**config.mk**
```make
export PLATFORM = sky130hd
export DESIGN_NAME = gkp_top
export DESIGN_NICKNAME = d
export VERILOG_FILES = /design/src/logic/gkp_pkg.sv /design/src/logic/gkp_sync.sv /design/src/logic/gkp_port.sv /design/src/logic/gkp_top.sv
export SDC_FILE = /design/constraint.sdc
export NUM_CORES = 1
export LEC_CHECK = 0
export BUFFER_PORTS_ARGS = -buffer_cell sky130_fd_sc_hd__buf_2
export CORE_ASPECT_RATIO = 1.4
export CORE_MARGIN = 2
export CORE_UTILIZATION = 42
export DETAILED_ROUTE_END_ITERATION = 8
export PLACE_DENSITY_LB_ADDON = 0.15
export SLEW_MARGIN = 10
export SYNTH_ARGS = -nofsm -noshare
export SYNTH_HDL_FRONTEND = slang
export SYNTH_SLANG_ARGS = --single-unit
```
**constraint.sdc**
```tcl
create_clock -name i_core_clk -period 1.85 [get_ports i_core_clk]
set_input_delay 0.37 -clock i_core_clk [delete_from_list [all_inputs] [get_ports i_core_clk]]
set_output_delay 0.37 -clock i_core_clk [all_outputs]
set_load 0.02 [all_outputs]
```
**src/logic/gkp_pkg.sv**
```systemverilog
// constants and register map for the keypad-shared general-purpose ports
//--------------------------------------------------------------------------
// Notes on behaviour
//--------------------------------------------------------------------------
// Notes on behaviour
// RULE1: direction bit 1 enables pin output buffer, 0 leaves the pin an input.
// RULE2: reset clears all three direction bits of the three-bit port.
// RULE3: reset clears both direction bits of the two-bit port.
// RULE4: three-bit data read gives latch where direction is 1, pin level where 0.
// RULE5: two-bit data read gives latch where direction is 1, pin level where 0.
// RULE6: data writes always update latches; input pins keep reading the pin.
// RULE7: reset leaves the two-bit port data latches untouched.
// RULE8: direction bits read back exactly the value last written.
// RULE9: keypad enables for positions 4 and 3 make two-bit pins interrupt inputs.
// RULE10: software should load the latch before turning a direction bit to output.
// RULE11: keypad enables for positions 2 to 0 override three-bit port directions.
// RULE12: reset leaves three-bit data latches untouched; they are read/write.
// RULE13: unimplemented upper data and direction bits ignore writes, read zero.
package gkp_pkg;

    //----------------------------------------------------------------------
    // port widths
    //----------------------------------------------------------------------
    localparam int GKP_THREE_W = 3;
    localparam int GKP_TWO_W = 2;
    localparam int GKP_KPD_W = 5;
    localparam int GKP_KPD_TWO_LSB = 3;

    //----------------------------------------------------------------------
    // register indices, byte address is four times the index
    //----------------------------------------------------------------------
    localparam logic [7:0] GKP_IDX_THREE_DATA = 8'h0A;
    localparam logic [7:0] GKP_IDX_TWO_DATA = 8'h0B;
    localparam logic [7:0] GKP_IDX_THREE_DIR = 8'h0E;
    localparam logic [7:0] GKP_IDX_TWO_DIR = 8'h0F;
    localparam logic [7:0] GKP_IDX_KPD_EN = 8'h10;
    localparam int GKP_ADDR_W = 8;
    localparam logic [7:0] GKP_ADDR_THREE_DATA = 8'(GKP_IDX_THREE_DATA << 2);
    localparam logic [7:0] GKP_ADDR_TWO_DATA = 8'(GKP_IDX_TWO_DATA << 2);
    localparam logic [7:0] GKP_ADDR_THREE_DIR = 8'(GKP_IDX_THREE_DIR << 2);
    localparam logic [7:0] GKP_ADDR_TWO_DIR = 8'(GKP_IDX_TWO_DIR << 2);
    localparam logic [7:0] GKP_ADDR_KPD_EN = 8'(GKP_IDX_KPD_EN << 2);

    //----------------------------------------------------------------------
    // values after reset
    //----------------------------------------------------------------------
    localparam logic [2:0] GKP_THREE_DIR_RST = 3'h0;
    localparam logic [1:0] GKP_TWO_DIR_RST = 2'h0;
    localparam logic [4:0] GKP_KPD_EN_RST = 5'h00;
    localparam logic [31:0] GKP_RDATA_RST = 32'h0000_0000;

endpackage : gkp_pkg

```
**src/logic/gkp_sync.sv**
```systemverilog
// two-flop synchroniser for asynchronous pin levels
`timescale 1ns/1ps
module gkp_sync #(
    parameter int W = 3
) (
    input wire logic i_core_clk,
    input wire logic i_rst,
    input wire logic [W-1:0] i_async,
    output logic [W-1:0] o_sync
);
    logic [W-1:0] meta_r;
    logic [W-1:0] sync_r;

    // only the second stage is ever read
    genvar g;
    generate
        for (g = 0; g < W; g++) begin : g_bit
            always_ff @(posedge i_core_clk or posedge i_rst) begin
                if (i_rst) begin
                    meta_r[g] <= 1'b0;
                    sync_r[g] <= 1'b0;
                end else begin
                    meta_r[g] <= i_async[g];
                    sync_r[g] <= meta_r[g];
                end
            end
        end
    endgenerate

    assign o_sync = sync_r;
endmodule : gkp_sync

```
**src/logic/gkp_port.sv**
```systemverilog
// one general-purpose port: data latch, direction bits, read mux, pad drive
`timescale 1ns/1ps
module gkp_port #(
    parameter int W = 3,
    parameter logic [W-1:0] DIR_RST = '0
) (
    input wire logic i_core_clk,
    input wire logic i_rst,
    input wire logic i_wr_data,
    input wire logic i_wr_dir,
    input wire logic [W-1:0] i_wdata,
    input wire logic [W-1:0] i_pin_sync,
    input wire logic [W-1:0] i_kpd_en,
    output logic [W-1:0] o_dir,
    output logic [W-1:0] o_read,
    output logic [W-1:0] o_pad_out,
    output logic [W-1:0] o_pad_oe
);
    logic [W-1:0] latch_r;
    logic [W-1:0] dir_r;
    logic [W-1:0] oe_r;
    logic [W-1:0] oe_nxt;

    // latch has no reset on purpose: contents survive a reset
    always_ff @(posedge i_core_clk) begin
        if (i_wr_data) begin
            latch_r <= i_wdata; // RULE6 RULE7 RULE12
        end
    end

    always_ff @(posedge i_core_clk or posedge i_rst) begin
        if (i_rst) begin
            dir_r <= DIR_RST; // RULE2 RULE3
            oe_r <= '0;
        end else begin
            if (i_wr_dir) begin
                dir_r <= i_wdata; // RULE8
            end
            oe_r <= oe_nxt;
        end
    end

    // an enabled keypad input overrides the direction bit
    assign oe_nxt = dir_r & ~i_kpd_en; // RULE1 RULE9 RULE11
    assign o_read = (dir_r & latch_r) | (~dir_r & i_pin_sync); // RULE4 RULE5
    assign o_dir = dir_r;
    assign o_pad_oe = oe_r;
    assign o_pad_out = latch_r;
endmodule : gkp_port

```
**src/logic/gkp_top.sv**
```systemverilog
// apb register slave and pads for the keypad-shared three-bit and two-bit ports
`timescale 1ns/1ps
module gkp_top (
    input wire logic i_core_clk,
    input wire logic i_rst,
    input wire logic i_psel,
    input wire logic i_penable,
    input wire logic i_pwrite,
    input wire logic [7:0] i_paddr,
    input wire logic [31:0] i_pwdata,
    input wire logic [3:0] i_pstrb,
    output logic [31:0] o_prdata,
    output logic o_pready,
    output logic o_pslverr,
    input wire logic [2:0] i_three_pin,
    output logic [2:0] o_three_out,
    output logic [2:0] o_three_oe,
    input wire logic [1:0] i_two_pin,
    output logic [1:0] o_two_out,
    output logic [1:0] o_two_oe,
    output logic [4:0] o_kpd_pin,
    output logic [4:0] o_kpd_en
);

    //----------------------------------------------------------------------
    // bus decode
    //----------------------------------------------------------------------
    logic pready_r;
    logic pslverr_r;
    logic [31:0] prdata_r;
    logic [31:0] prdata_nxt;
    logic [4:0] kpd_en_r;
    logic access;
    logic done;
    logic wr_done;
    logic sel_three_data;
    logic sel_two_data;
    logic sel_three_dir;
    logic sel_two_dir;
    logic sel_kpd_en;
    logic sel_any;
    logic low_lane;

    assign access = i_psel & i_penable;
    // one wait state lets read data come straight from a flop
    assign done = access & pready_r;
    assign low_lane = i_pstrb[0];
    assign wr_done = done & i_pwrite & low_lane;
    assign sel_three_data = (i_paddr == gkp_pkg::GKP_ADDR_THREE_DATA);
    assign sel_two_data = (i_paddr == gkp_pkg::GKP_ADDR_TWO_DATA);
    assign sel_three_dir = (i_paddr == gkp_pkg::GKP_ADDR_THREE_DIR);
    assign sel_two_dir = (i_paddr == gkp_pkg::GKP_ADDR_TWO_DIR);
    assign sel_kpd_en = (i_paddr == gkp_pkg::GKP_ADDR_KPD_EN);
    assign sel_any = sel_three_data | sel_two_data | sel_three_dir | sel_two_dir | sel_kpd_en;

    //----------------------------------------------------------------------
    // pin synchronisers
    //----------------------------------------------------------------------
    logic [2:0] three_sync;
    logic [1:0] two_sync;

    gkp_sync #(.W(gkp_pkg::GKP_THREE_W)) u_sync_three (
        .i_core_clk(i_core_clk),
        .i_rst(i_rst),
        .i_async(i_three_pin),
        .o_sync(three_sync)
    );

    gkp_sync #(.W(gkp_pkg::GKP_TWO_W)) u_sync_two (
        .i_core_clk(i_core_clk),
        .i_rst(i_rst),
        .i_async(i_two_pin),
        .o_sync(two_sync)
    );

    //----------------------------------------------------------------------
    // ports
    //----------------------------------------------------------------------
    logic [2:0] three_dir;
    logic [2:0] three_read;
    logic [1:0] two_dir;
    logic [1:0] two_read;
    logic [2:0] kpd_three;
    logic [1:0] kpd_two;

    assign kpd_three = kpd_en_r[2:0];
    assign kpd_two = kpd_en_r[4:3];

    gkp_port #(.W(gkp_pkg::GKP_THREE_W), .DIR_RST(gkp_pkg::GKP_THREE_DIR_RST)) u_three (
        .i_core_clk(i_core_clk),
        .i_rst(i_rst),
        .i_wr_data(wr_done & sel_three_data),
        .i_wr_dir(wr_done & sel_three_dir),
        .i_wdata(i_pwdata[2:0]),
        .i_pin_sync(three_sync),
        .i_kpd_en(kpd_three),
        .o_dir(three_dir),
        .o_read(three_read),
        .o_pad_out(o_three_out),
        .o_pad_oe(o_three_oe)
    );

    gkp_port #(.W(gkp_pkg::GKP_TWO_W), .DIR_RST(gkp_pkg::GKP_TWO_DIR_RST)) u_two (
        .i_core_clk(i_core_clk),
        .i_rst(i_rst),
        .i_wr_data(wr_done & sel_two_data),
        .i_wr_dir(wr_done & sel_two_dir),
        .i_wdata(i_pwdata[1:0]),
        .i_pin_sync(two_sync),
        .i_kpd_en(kpd_two),
        .o_dir(two_dir),
        .o_read(two_read),
        .o_pad_out(o_two_out),
        .o_pad_oe(o_two_oe)
    );

    //----------------------------------------------------------------------
    // read mux, upper bits always zero
    //----------------------------------------------------------------------
    assign prdata_nxt = sel_three_data ? {29'h0, three_read} : // RULE4 RULE13
                        sel_two_data ? {30'h0, two_read} : // RULE5 RULE13
                        sel_three_dir ? {29'h0, three_dir} : // RULE8
                        sel_two_dir ? {30'h0, two_dir} : // RULE8
                        sel_kpd_en ? {27'h0, kpd_en_r} :
                        32'h0000_0000;

    //----------------------------------------------------------------------
    // registers
    //----------------------------------------------------------------------
    always_ff @(posedge i_core_clk or posedge i_rst) begin
        if (i_rst) begin
            pready_r <= 1'b0;
            pslverr_r <= 1'b0;
            prdata_r <= gkp_pkg::GKP_RDATA_RST;
        end else begin
            pready_r <= access & ~pready_r;
            pslverr_r <= access & ~pready_r & ~sel_any;
            if (access & ~pready_r & ~i_pwrite) begin
                prdata_r <= prdata_nxt;
            end
        end
    end

    always_ff @(posedge i_core_clk or posedge i_rst) begin
        if (i_rst) begin
            kpd_en_r <= gkp_pkg::GKP_KPD_EN_RST;
        end else if (wr_done & sel_kpd_en) begin
            kpd_en_r <= i_pwdata[4:0];
        end
    end

    assign o_prdata = prdata_r;
    assign o_pready = pready_r;
    assign o_pslverr = pslverr_r;
    // keypad logic sees synchronised levels of the shared pins
    assign o_kpd_pin = {two_sync, three_sync}; // RULE9 RULE11
    assign o_kpd_en = kpd_en_r;

    //----------------------------------------------------------------------
    // assertions
    //----------------------------------------------------------------------
    logic rd_done;
    assign rd_done = done & ~i_pwrite;

    property p_three_oe;
        @(posedge i_core_clk) disable iff (i_rst)
        (wr_done && sel_three_dir && kpd_three == 3'h0) ##1 (kpd_three == 3'h0)
            |=> o_three_oe == $past(i_pwdata[2:0], 2);
    endproperty
    a_three_oe: assert property (p_three_oe) else $error("three-bit oe mismatch"); // RULE1

    property p_three_rst;
        @(posedge i_core_clk) $past(i_rst) |-> three_dir == 3'h0 && o_three_oe == 3'h0;
    endproperty
    a_three_rst: assert property (p_three_rst) else $error("three-bit dir not cleared"); // RULE2

    property p_two_rst;
        @(posedge i_core_clk) $past(i_rst) |-> two_dir == 2'h0 && o_two_oe == 2'h0;
    endproperty
    a_two_rst: assert property (p_two_rst) else $error("two-bit dir not cleared"); // RULE3

    property p_three_read;
        @(posedge i_core_clk) disable iff (i_rst)
        (rd_done && sel_three_data) |-> o_prdata[2:0] == $past(three_read);
    endproperty
    a_three_read: assert property (p_three_read) else $error("three-bit read wrong"); // RULE4

    property p_two_read;
        @(posedge i_core_clk) disable iff (i_rst)
        (rd_done && sel_two_data) |-> o_prdata[1:0] == $past(two_read);
    endproperty
    a_two_read: assert property (p_two_read) else $error("two-bit read wrong"); // RULE5

    property p_latch_wr;
        @(posedge i_core_clk) disable iff (i_rst)
        (wr_done && sel_three_data) |=> o_three_out == $past(i_pwdata[2:0])
            && (three_read & three_dir) == (o_three_out & three_dir);
    endproperty
    a_latch_wr: assert property (p_latch_wr) else $error("latch write lost"); // RULE6 RULE12

    property p_dir_rw;
        @(posedge i_core_clk) disable iff (i_rst)
        (wr_done && sel_two_dir) |=> two_dir == $past(i_pwdata[1:0]);
    endproperty
    a_dir_rw: assert property (p_dir_rw) else $error("direction readback wrong"); // RULE8

    property p_kpd_two;
        @(posedge i_core_clk) disable iff (i_rst)
        (kpd_two != 2'h0) |=> (o_two_oe & $past(kpd_two)) == 2'h0;
    endproperty
    a_kpd_two: assert property (p_kpd_two) else $error("two-bit irq pin driven"); // RULE9

    property p_kpd_three;
        @(posedge i_core_clk) disable iff (i_rst)
        (kpd_three != 3'h0) |=> (o_three_oe & $past(kpd_three)) == 3'h0;
    endproperty
    a_kpd_three: assert property (p_kpd_three) else $error("three-bit irq pin driven"); // RULE11

    property p_upper_zero;
        @(posedge i_core_clk) disable iff (i_rst)
        o_pready |-> o_prdata[31:5] == 27'h0;
    endproperty
    a_upper_zero: assert property (p_upper_zero) else $error("upper read bits set"); // RULE13

    property p_ready_pulse;
        @(posedge i_core_clk) disable iff (i_rst)
        (access && !pready_r) |=> o_pready ##1 !o_pready;
    endproperty
    a_ready_pulse: assert property (p_ready_pulse) else $error("pready not one cycle");

    property p_two_oe;
        @(posedge i_core_clk) disable iff (i_rst)
        (wr_done && sel_two_dir && kpd_two == 2'h0) ##1 (kpd_two == 2'h0)
            |=> o_two_oe == $past(i_pwdata[1:0], 2);
    endproperty
    a_two_oe: assert property (p_two_oe) else $error("two-bit oe mismatch"); // RULE1

    property p_dir_three;
        @(posedge i_core_clk) disable iff (i_rst)
        (wr_done && sel_three_dir) |=> three_dir == $past(i_pwdata[2:0]);
    endproperty
    a_dir_three: assert property (p_dir_three) else $error("three dir wrong"); // RULE8

    property p_latch_two;
        @(posedge i_core_clk) disable iff (i_rst)
        (wr_done && sel_two_data) |=> o_two_out == $past(i_pwdata[1:0])
            && (two_read & two_dir) == (o_two_out & two_dir);
    endproperty
    a_latch_two: assert property (p_latch_two) else $error("two latch lost"); // RULE6

    property p_kpd_en;
        @(posedge i_core_clk) disable iff (i_rst)
        (wr_done && sel_kpd_en) |=> o_kpd_en == $past(i_pwdata[4:0]);
    endproperty
    a_kpd_en: assert property (p_kpd_en) else $error("keypad enable write lost"); // RULE9 RULE11

    // a write with the low byte lane masked must leave every register alone
    property p_strb_low;
        @(posedge i_core_clk) disable iff (i_rst)
        (done && i_pwrite && !low_lane) |=> $stable(three_dir) && $stable(two_dir)
            && $stable(o_kpd_en) && $stable(o_three_out) && $stable(o_two_out);
    endproperty
    a_strb_low: assert property (p_strb_low) else $error("masked write took effect");

    property p_rdata_hold;
        @(posedge i_core_clk) disable iff (i_rst)
        !(access && !pready_r && !i_pwrite) |=> $stable(o_prdata);
    endproperty
    a_rdata_hold: assert property (p_rdata_hold) else $error("read data changed");

    property p_slverr;
        @(posedge i_core_clk) disable iff (i_rst)
        (access && !pready_r) |=> o_pslverr == !$past(sel_any);
    endproperty
    a_slverr: assert property (p_slverr) else $error("slave error flag wrong");

    property p_unmap_zero;
        @(posedge i_core_clk) disable iff (i_rst)
        (rd_done && !sel_any) |-> o_prdata == 32'h0000_0000;
    endproperty
    a_unmap_zero: assert property (p_unmap_zero) else $error("unmapped read set"); // RULE13

    // sync flops are cleared by reset, so only check once two clean edges have passed
    property p_pin_sync;
        @(posedge i_core_clk) disable iff (i_rst)
        (!$past(i_rst) && !$past(i_rst, 2)) |-> o_kpd_pin[2:0] == $past(i_three_pin, 2)
            && o_kpd_pin[4:3] == $past(i_two_pin, 2);
    endproperty
    a_pin_sync: assert property (p_pin_sync) else $error("pin sync wrong"); // RULE9 RULE11

    property p_oe_lag;
        @(posedge i_core_clk) disable iff (i_rst)
        1'b1 |=> o_three_oe == ($past(three_dir) & ~$past(kpd_three))
            && o_two_oe == ($past(two_dir) & ~$past(kpd_two));
    endproperty
    a_oe_lag: assert property (p_oe_lag) else $error("oe lag wrong"); // RULE1 RULE11

    c_three_wr: cover property (@(posedge i_core_clk) disable iff (i_rst)
        wr_done && sel_three_data);
    c_two_rd: cover property (@(posedge i_core_clk) disable iff (i_rst)
        rd_done && sel_two_data && two_dir != 2'h0);
    c_slverr: cover property (@(posedge i_core_clk) disable iff (i_rst) o_pslverr);
    c_kpd_override: cover property (@(posedge i_core_clk) disable iff (i_rst)
        (three_dir & kpd_three) != 3'h0);
    c_two_drive: cover property (@(posedge i_core_clk) disable iff (i_rst) o_two_oe != 2'h0);

endmodule : gkp_top

```
==> results of run 1 <==
power breakdown:
group,internal (mW),total [mW],switching [mW]
Sequential,0.843,0.852,0.00892
Combinational,0.0497,0.175,0.125
Clock,0.253,0.517,0.264
Total,1.15,1.54,0.398
routing by layer:
| metal | GRT usage (%) | routed length [um] | up-vias |
|---|---|---|---|
| met1 | 17.7 | 1230 | 620 |
| met2 | 28.1 | 1880 | 59 |
| li1 | - | - | 589 |
| met4 | 6.98 | 60 | 0 |
| met5 | 0 | 0 | - |
| met3 | 3.89 | 259 | 5 |
layout make-up:
cell class / instances / area share (%)
multi-input cells: 103 / 31.4
repair buffers: 59 / 15.4
clock buffers: 5 / 3.33
well taps: 43 / 2.60
flip-flops and latches: 37 / 46.0
clock inverters: 3 / 0.605
inverters: 4 / 0.726
cells by family (layout without fill, tap and decap cells):
kind of cell,after synthesis,after routing,synth area share (%)
flops,37,37,55.0
mux,13,13,8.32
buf+inv,33,71,13.2
compound gates,22,22,8.39
other cells,1,27,0.217
simple gates,41,41,14.9
flip-flops by register name, summed over array words and instances (netlist names), 2 cells and up:
name and cells:
o_kpd_en 5, o_prdata 5, u_sync_three.meta_r 3, u_sync_three.o_sync 3
u_sync_two.meta_r 2, u_sync_two.o_sync 2, u_three.o_dir 3, u_three.o_pad_oe 3
u_three.o_pad_out 3, u_two.o_dir 2, u_two.o_pad_oe 2, u_two.o_pad_out 2
final timing paths:
path,start,endpoint,slack (ps),cells past startpoint
worst max register to register,u_two.o_dir[0]$_DFFE_PP0P_,o_prdata[0]$_DFFE_PP0P_,360,5
worst min register to register,u_sync_two.meta_r[0]$_DFF_PP0_,u_sync_two.o_sync[0]$_DFF_PP0_,350,0
worst max-delay path,u_two.o_dir[0]$_DFFE_PP0P_,o_prdata[0]$_DFFE_PP0P_,360,5
min in group i_core_clk,i_three_pin[2],u_sync_three.meta_r[2]$_DFF_PP0_,190,1
worst min-delay path,i_rst,u_sync_two.meta_r[1]$_DFF_PP0_,160,3
max in group asynchronous,i_rst,u_sync_three.meta_r[0]$_DFF_PP0_,1400,3
critical path: stages (launching register included):
cell      delay [ps]
dfrtp_1          450
or3b_1           360
o21ai_0           80
a221oi_1         110
a311oi_1         270
o21ai_1          100
cells in the mapped netlist (2+ instances only):
cell | number | area (um^2)
a311oi_1 | 2 | 17.5
o22a_1 | 2 | 17.5
nor3_2 | 2 | 20.0
dfrtp_1 | 32 | 801
nor2b_1 | 5 | 31.3
edfxtp_1 | 5 | 150
buf_4 | 27 | 203
mux2i_1 | 2 | 20.0
mux2_2 | 11 | 124
nor4_1 | 2 | 12.5
nand2_1 | 13 | 48.8
a21oi_1 | 6 | 30.0
nor3_1 | 2 | 10.0
buf_2 | 2 | 10.0
o21ai_0 | 6 | 30.0
nor2_1 | 4 | 15.0
inv_1 | 4 | 15.0
==> results.yml, run 1 <==
clocking:
  cts_resized: 0
  cts_sinks: 37
  cts-htree-levels: 2
  cts_made_buffers: 5
  cts_tree: "built"
  clk_pin_slew_ps: 70
  worstSkewPairLatency_ps: 280
  cts_root_buf: "clkbuf_8"
  postCtsSetupRepairBufs: 0
  cts_max_path_buffers: 2
  cts_hold_buf: 0
layout:
  final_cell_mix: "50 x buf_2, 32 x dfrtp_1, 27 x conb_1, 13 x nand2_1, 11 x mux2_2"
  fin_util_pct: 52.3
  syn_to_final_growth_pct: 19.5
  fill_cells: 385
  drive_gt1_share_pct: 39.3
  finalNetCount: 264
  seqCellArea_um2: 951
  final_common_cell: "buf_2"
  final_area_um2: 2070
  multi_input_area_um2: 648
  fin_cells: 254
  antenna_cells: 0
placement:
  dp_hpwl_mm: 2.70
  routabilityCongestion: 0.880
  place_area_um2: 1990
  port_buffers: 50
  place_ws_ps: 90.4
  dp_cells: 246
floorplanning:
  start_util_pct: 43.7
  rows: 27
  die_w_um: 58.2
  core_um2: 3950
  dieArea_um2: 4650
  pin_count: 108
  fp.dieH_um: 79.9
synth:
  ys_types: 37
  synth-edff-count: 5
  yosysWarnings: 0
  netlist_instances: 147
  async_reset_ff_share_pct: 86.5
  ys_seq_area_share_pct: 55.0
  synth-main-ff-cell: "dfrtp_1"
  avgSynthCellArea_um2: 11.8
  syn-cell-area_um2: 1730
  ys_ff_latch: 37
timing:
  worst_slack_ps: 356
  skew_ps: 7.39
  hold-worst-slack_ps: 163
  finalCriticalPeriod_ps: 1490
  setup_viol: 0
  fmax_mhz: 669
  fin_crit_sh_pct: 80.7
  drv_slew: 0
  rsz0062_at_grt: "false"
  finalHoldViolations: 0
  tns_ps: 0
setup_path:
  critical_path.max_fanout: 6
  critPathArrivalTime_ps: 1660
  startpoint_type: "flip-flop"
  crit_type: "flip-flop to flip-flop"
  endpoint_kind: "flip-flop"
  critical_path_required_ps: 2020
global_route:
  grt_usage_pct: 15.9
  grt_max_degree: 33
  grt_pass1_wl_mm: 5.46
  grt_pass1_vias: 1151
  grt-ovfl-total: 0
  antenna_found_initial: 0
min_path:
  hp-class: "primary input to asynchronous set/reset pin"
routing:
  first_pass_iters: 4
  via_per_inst: 5.01
  dr.first_iter.drc_count: 18
  drt_wl_total_mm: 3.43
  wl_per_cell_um: 13.5
  drc: 0
  final_antenna_net_count: 0
  num_vias: 1273
power:
  ir_worst_vdd_mv: 0.478
  power.total_mw: 1.54
  leakage_nw: 1.04
  powerDensity_nw_per_um2: 747
run_status:
  status: "completed"
run:
  drv_cap: 0
(Power assumes the default switching activity.)
==> inputs of run 2 (changes only) <==
==> constraint.sdc (replaced) <==
create_clock -name i_core_clk -period 1.49 [get_ports i_core_clk]
set_input_delay 0.298 -clock i_core_clk [delete_from_list [all_inputs] [get_ports i_core_clk]]
set_output_delay 0.298 -clock i_core_clk [all_outputs]
set_load 0.02 [all_outputs]
==> run 2 against run 1 <==
Against the previous run:
- die area did not move
- total power rose by 26%
- fmax rose by 5.9%
- combinational power rose by 40%
- register-to-register slack got worse by 280 ps
- first-iteration DRC count rose by 61%
- highest routed layer unchanged
- worst hold slack got worse by 65 ps
- sequential share of layout area fell by 2.5 points
- clock power rose by 23%
- final cell count rose by 5.5%
==> results.yml, run 2 (synthesized netlist as in run 1, its figures left out) <==
timing:
  finalHoldViolations: 0
  fmax_mhz: 709
  fin_crit_sh_pct: 94.7
  worst_slack_ps: 79.7
  skew_ps: 8.23
  tns_ps: 0
  setup_viol: 0
  drv_slew: 0
  finalCriticalPeriod_ps: 1410
placement:
  routabilityCongestion: 0.870
  port_buffers: 50
  place_ws_ps: -164
  dp_hpwl_mm: 2.98
  place_area_um2: 2110
floorplanning:
  fp.dieH_um: 79.9
  rows: 27
  die_w_um: 58.2
  dieArea_um2: 4650
  pin_count: 108
  core_um2: 3950
  start_util_pct: 43.7
run_status:
  status: "completed"
layout:
  fill_cells: 365
  multi_input_area_um2: 661
  syn_to_final_growth_pct: 26.6
  final_cell_mix: "50 x buf_2, 31 x dfrtp_1, 27 x conb_1, 24 x buf_4, 13 x nand2_1"
  final_area_um2: 2190
  final_common_cell: "buf_2"
  seqCellArea_um2: 952
  antenna_cells: 0
  drive_gt1_share_pct: 44.4
  finalNetCount: 279
setup_path:
  startpoint_type: "flip-flop"
  cp_slowest_stage_delay_ps: 390
  r2r_end: "o_prdata[0]$_DFFE_PP0P_"
  crit_path_start: "u_two.o_pad_out[0]$_DFFE_PP_"
  rr_worst_depth: 5
  path_cells: "or3b_1 > o21ai_1 > a221oi_2 > a311oi_1 > o21ai_1"
  endpoint_kind: "flip-flop"
  r2r_slack_ps: 80
  cp_common_cell: "o21ai_1"
  critical_path.max_fanout: 2
  reg2reg_from: "u_two.o_pad_out[0]$_DFFE_PP_"
  crit_type: "flip-flop to flip-flop"
  critPathArrivalTime_ps: 1570
  critical_path_required_ps: 1650
  cpMaxStageDelayCell: "edfxtp_1"
clocking:
  worstSkewPairLatency_ps: 280
  clk_pin_slew_ps: 70
  cts_tree: "built"
  cts_max_path_buffers: 2
  cts_sinks: 37
  cts-htree-levels: 2
  cts_made_buffers: 5
  cts_root_buf: "clkbuf_8"
routing:
  dr.first_iter.drc_count: 29
  wl_per_cell_um: 14.4
  drc: 0
  drt_wl_total_mm: 3.86
  first_pass_iters: 4
  num_vias: 1312
  final_antenna_net_count: 0
  via_per_inst: 4.90
power:
  power.total_mw: 1.94
  powerDensity_nw_per_um2: 886
  ir_worst_vdd_mv: 0.675
  leakage_nw: 1.11
global_route:
  grt-ovfl-total: 0
  grt_pass1_vias: 1331
  grt_pass1_wl_mm: 6.21
  grt_usage_pct: 17.9
  grt_max_degree: 33
  antenna_found_initial: 0
run:
  drv_cap: 0
min_path:
  hp-class: "primary input to asynchronous set/reset pin"
run 2: power breakdown:
part,switching (mW),internal (mW),leakage (nW)
Combinational,0.166,0.0788,0.611
Sequential,0.0103,1.05,0.464
Clock,0.322,0.315,0.0387
Total,0.498,1.44,1.11
run 2: final cells by class:
class / count / area share [%]
flip-flops and latches: 37 / 43.5
multi-input cells: 103 / 30.2
repair buffers: 74 / 19.7
clock buffers: 6 / 3.32
well taps: 43 / 2.46
inverters: 4 / 0.686
clock inverters: 1 / 0.172
run 2: how the worst max path moves through the flow:
stage,end,slack [ps]
floorplan,u_three.o_dir[0]$_DFFE_PP0P_,-4
global placement,u_two.o_pad_out[0]$_DFFE_PP_,-200
detailed placement,u_two.o_pad_out[0]$_DFFE_PP_,-160
CTS,o_prdata[0]$_DFFE_PP0P_,60
global route,o_prdata[0]$_DFFE_PP0P_,-8
finish,o_prdata[0]$_DFFE_PP0P_,80
run 2: worst max-delay path: cells and delay by family, from the launching register on:
family           cells  cell delay, ps
flip-flops           1             390
AND/OR/NAND/NOR      1             350
AO/OA/AOI/OAI        4             540
run 2: layer usage:
layer / vias to the layer above / GRT usage [%] / share of wire [%]
li1: 618 / - / -
met1: 624 / 19.5 / 37
met2: 62 / 31.9 / 54
met3: 8 / 4.38 / 6.3
met4: 0 / 8.37 / 1.8
met5: - / 0 / 0
run 2: per-stage QoR:
| step | utilization [%] | cells | hold WS (ps) |
|---|---|---|---|
| 6_report | 55.4 | 268 | 98.5 |
| 5_1_grt | 55.4 | 268 | 106 |
| 4_1_cts | 55.2 | 268 | 108 |
| 3_5_place_dp | 53.3 | 261 | 335 |
| 3_3_place_gp | 53.3 | 261 | 333 |
| 2_1_floorplan | - | 173 | 329 |
run 2: what timing repair did:
item	4_1_cts	5_1_grt
setup buffers	0	0
gates resized for setup	0	2
setup endpoints to repair	0	1
hold buffers	0	0
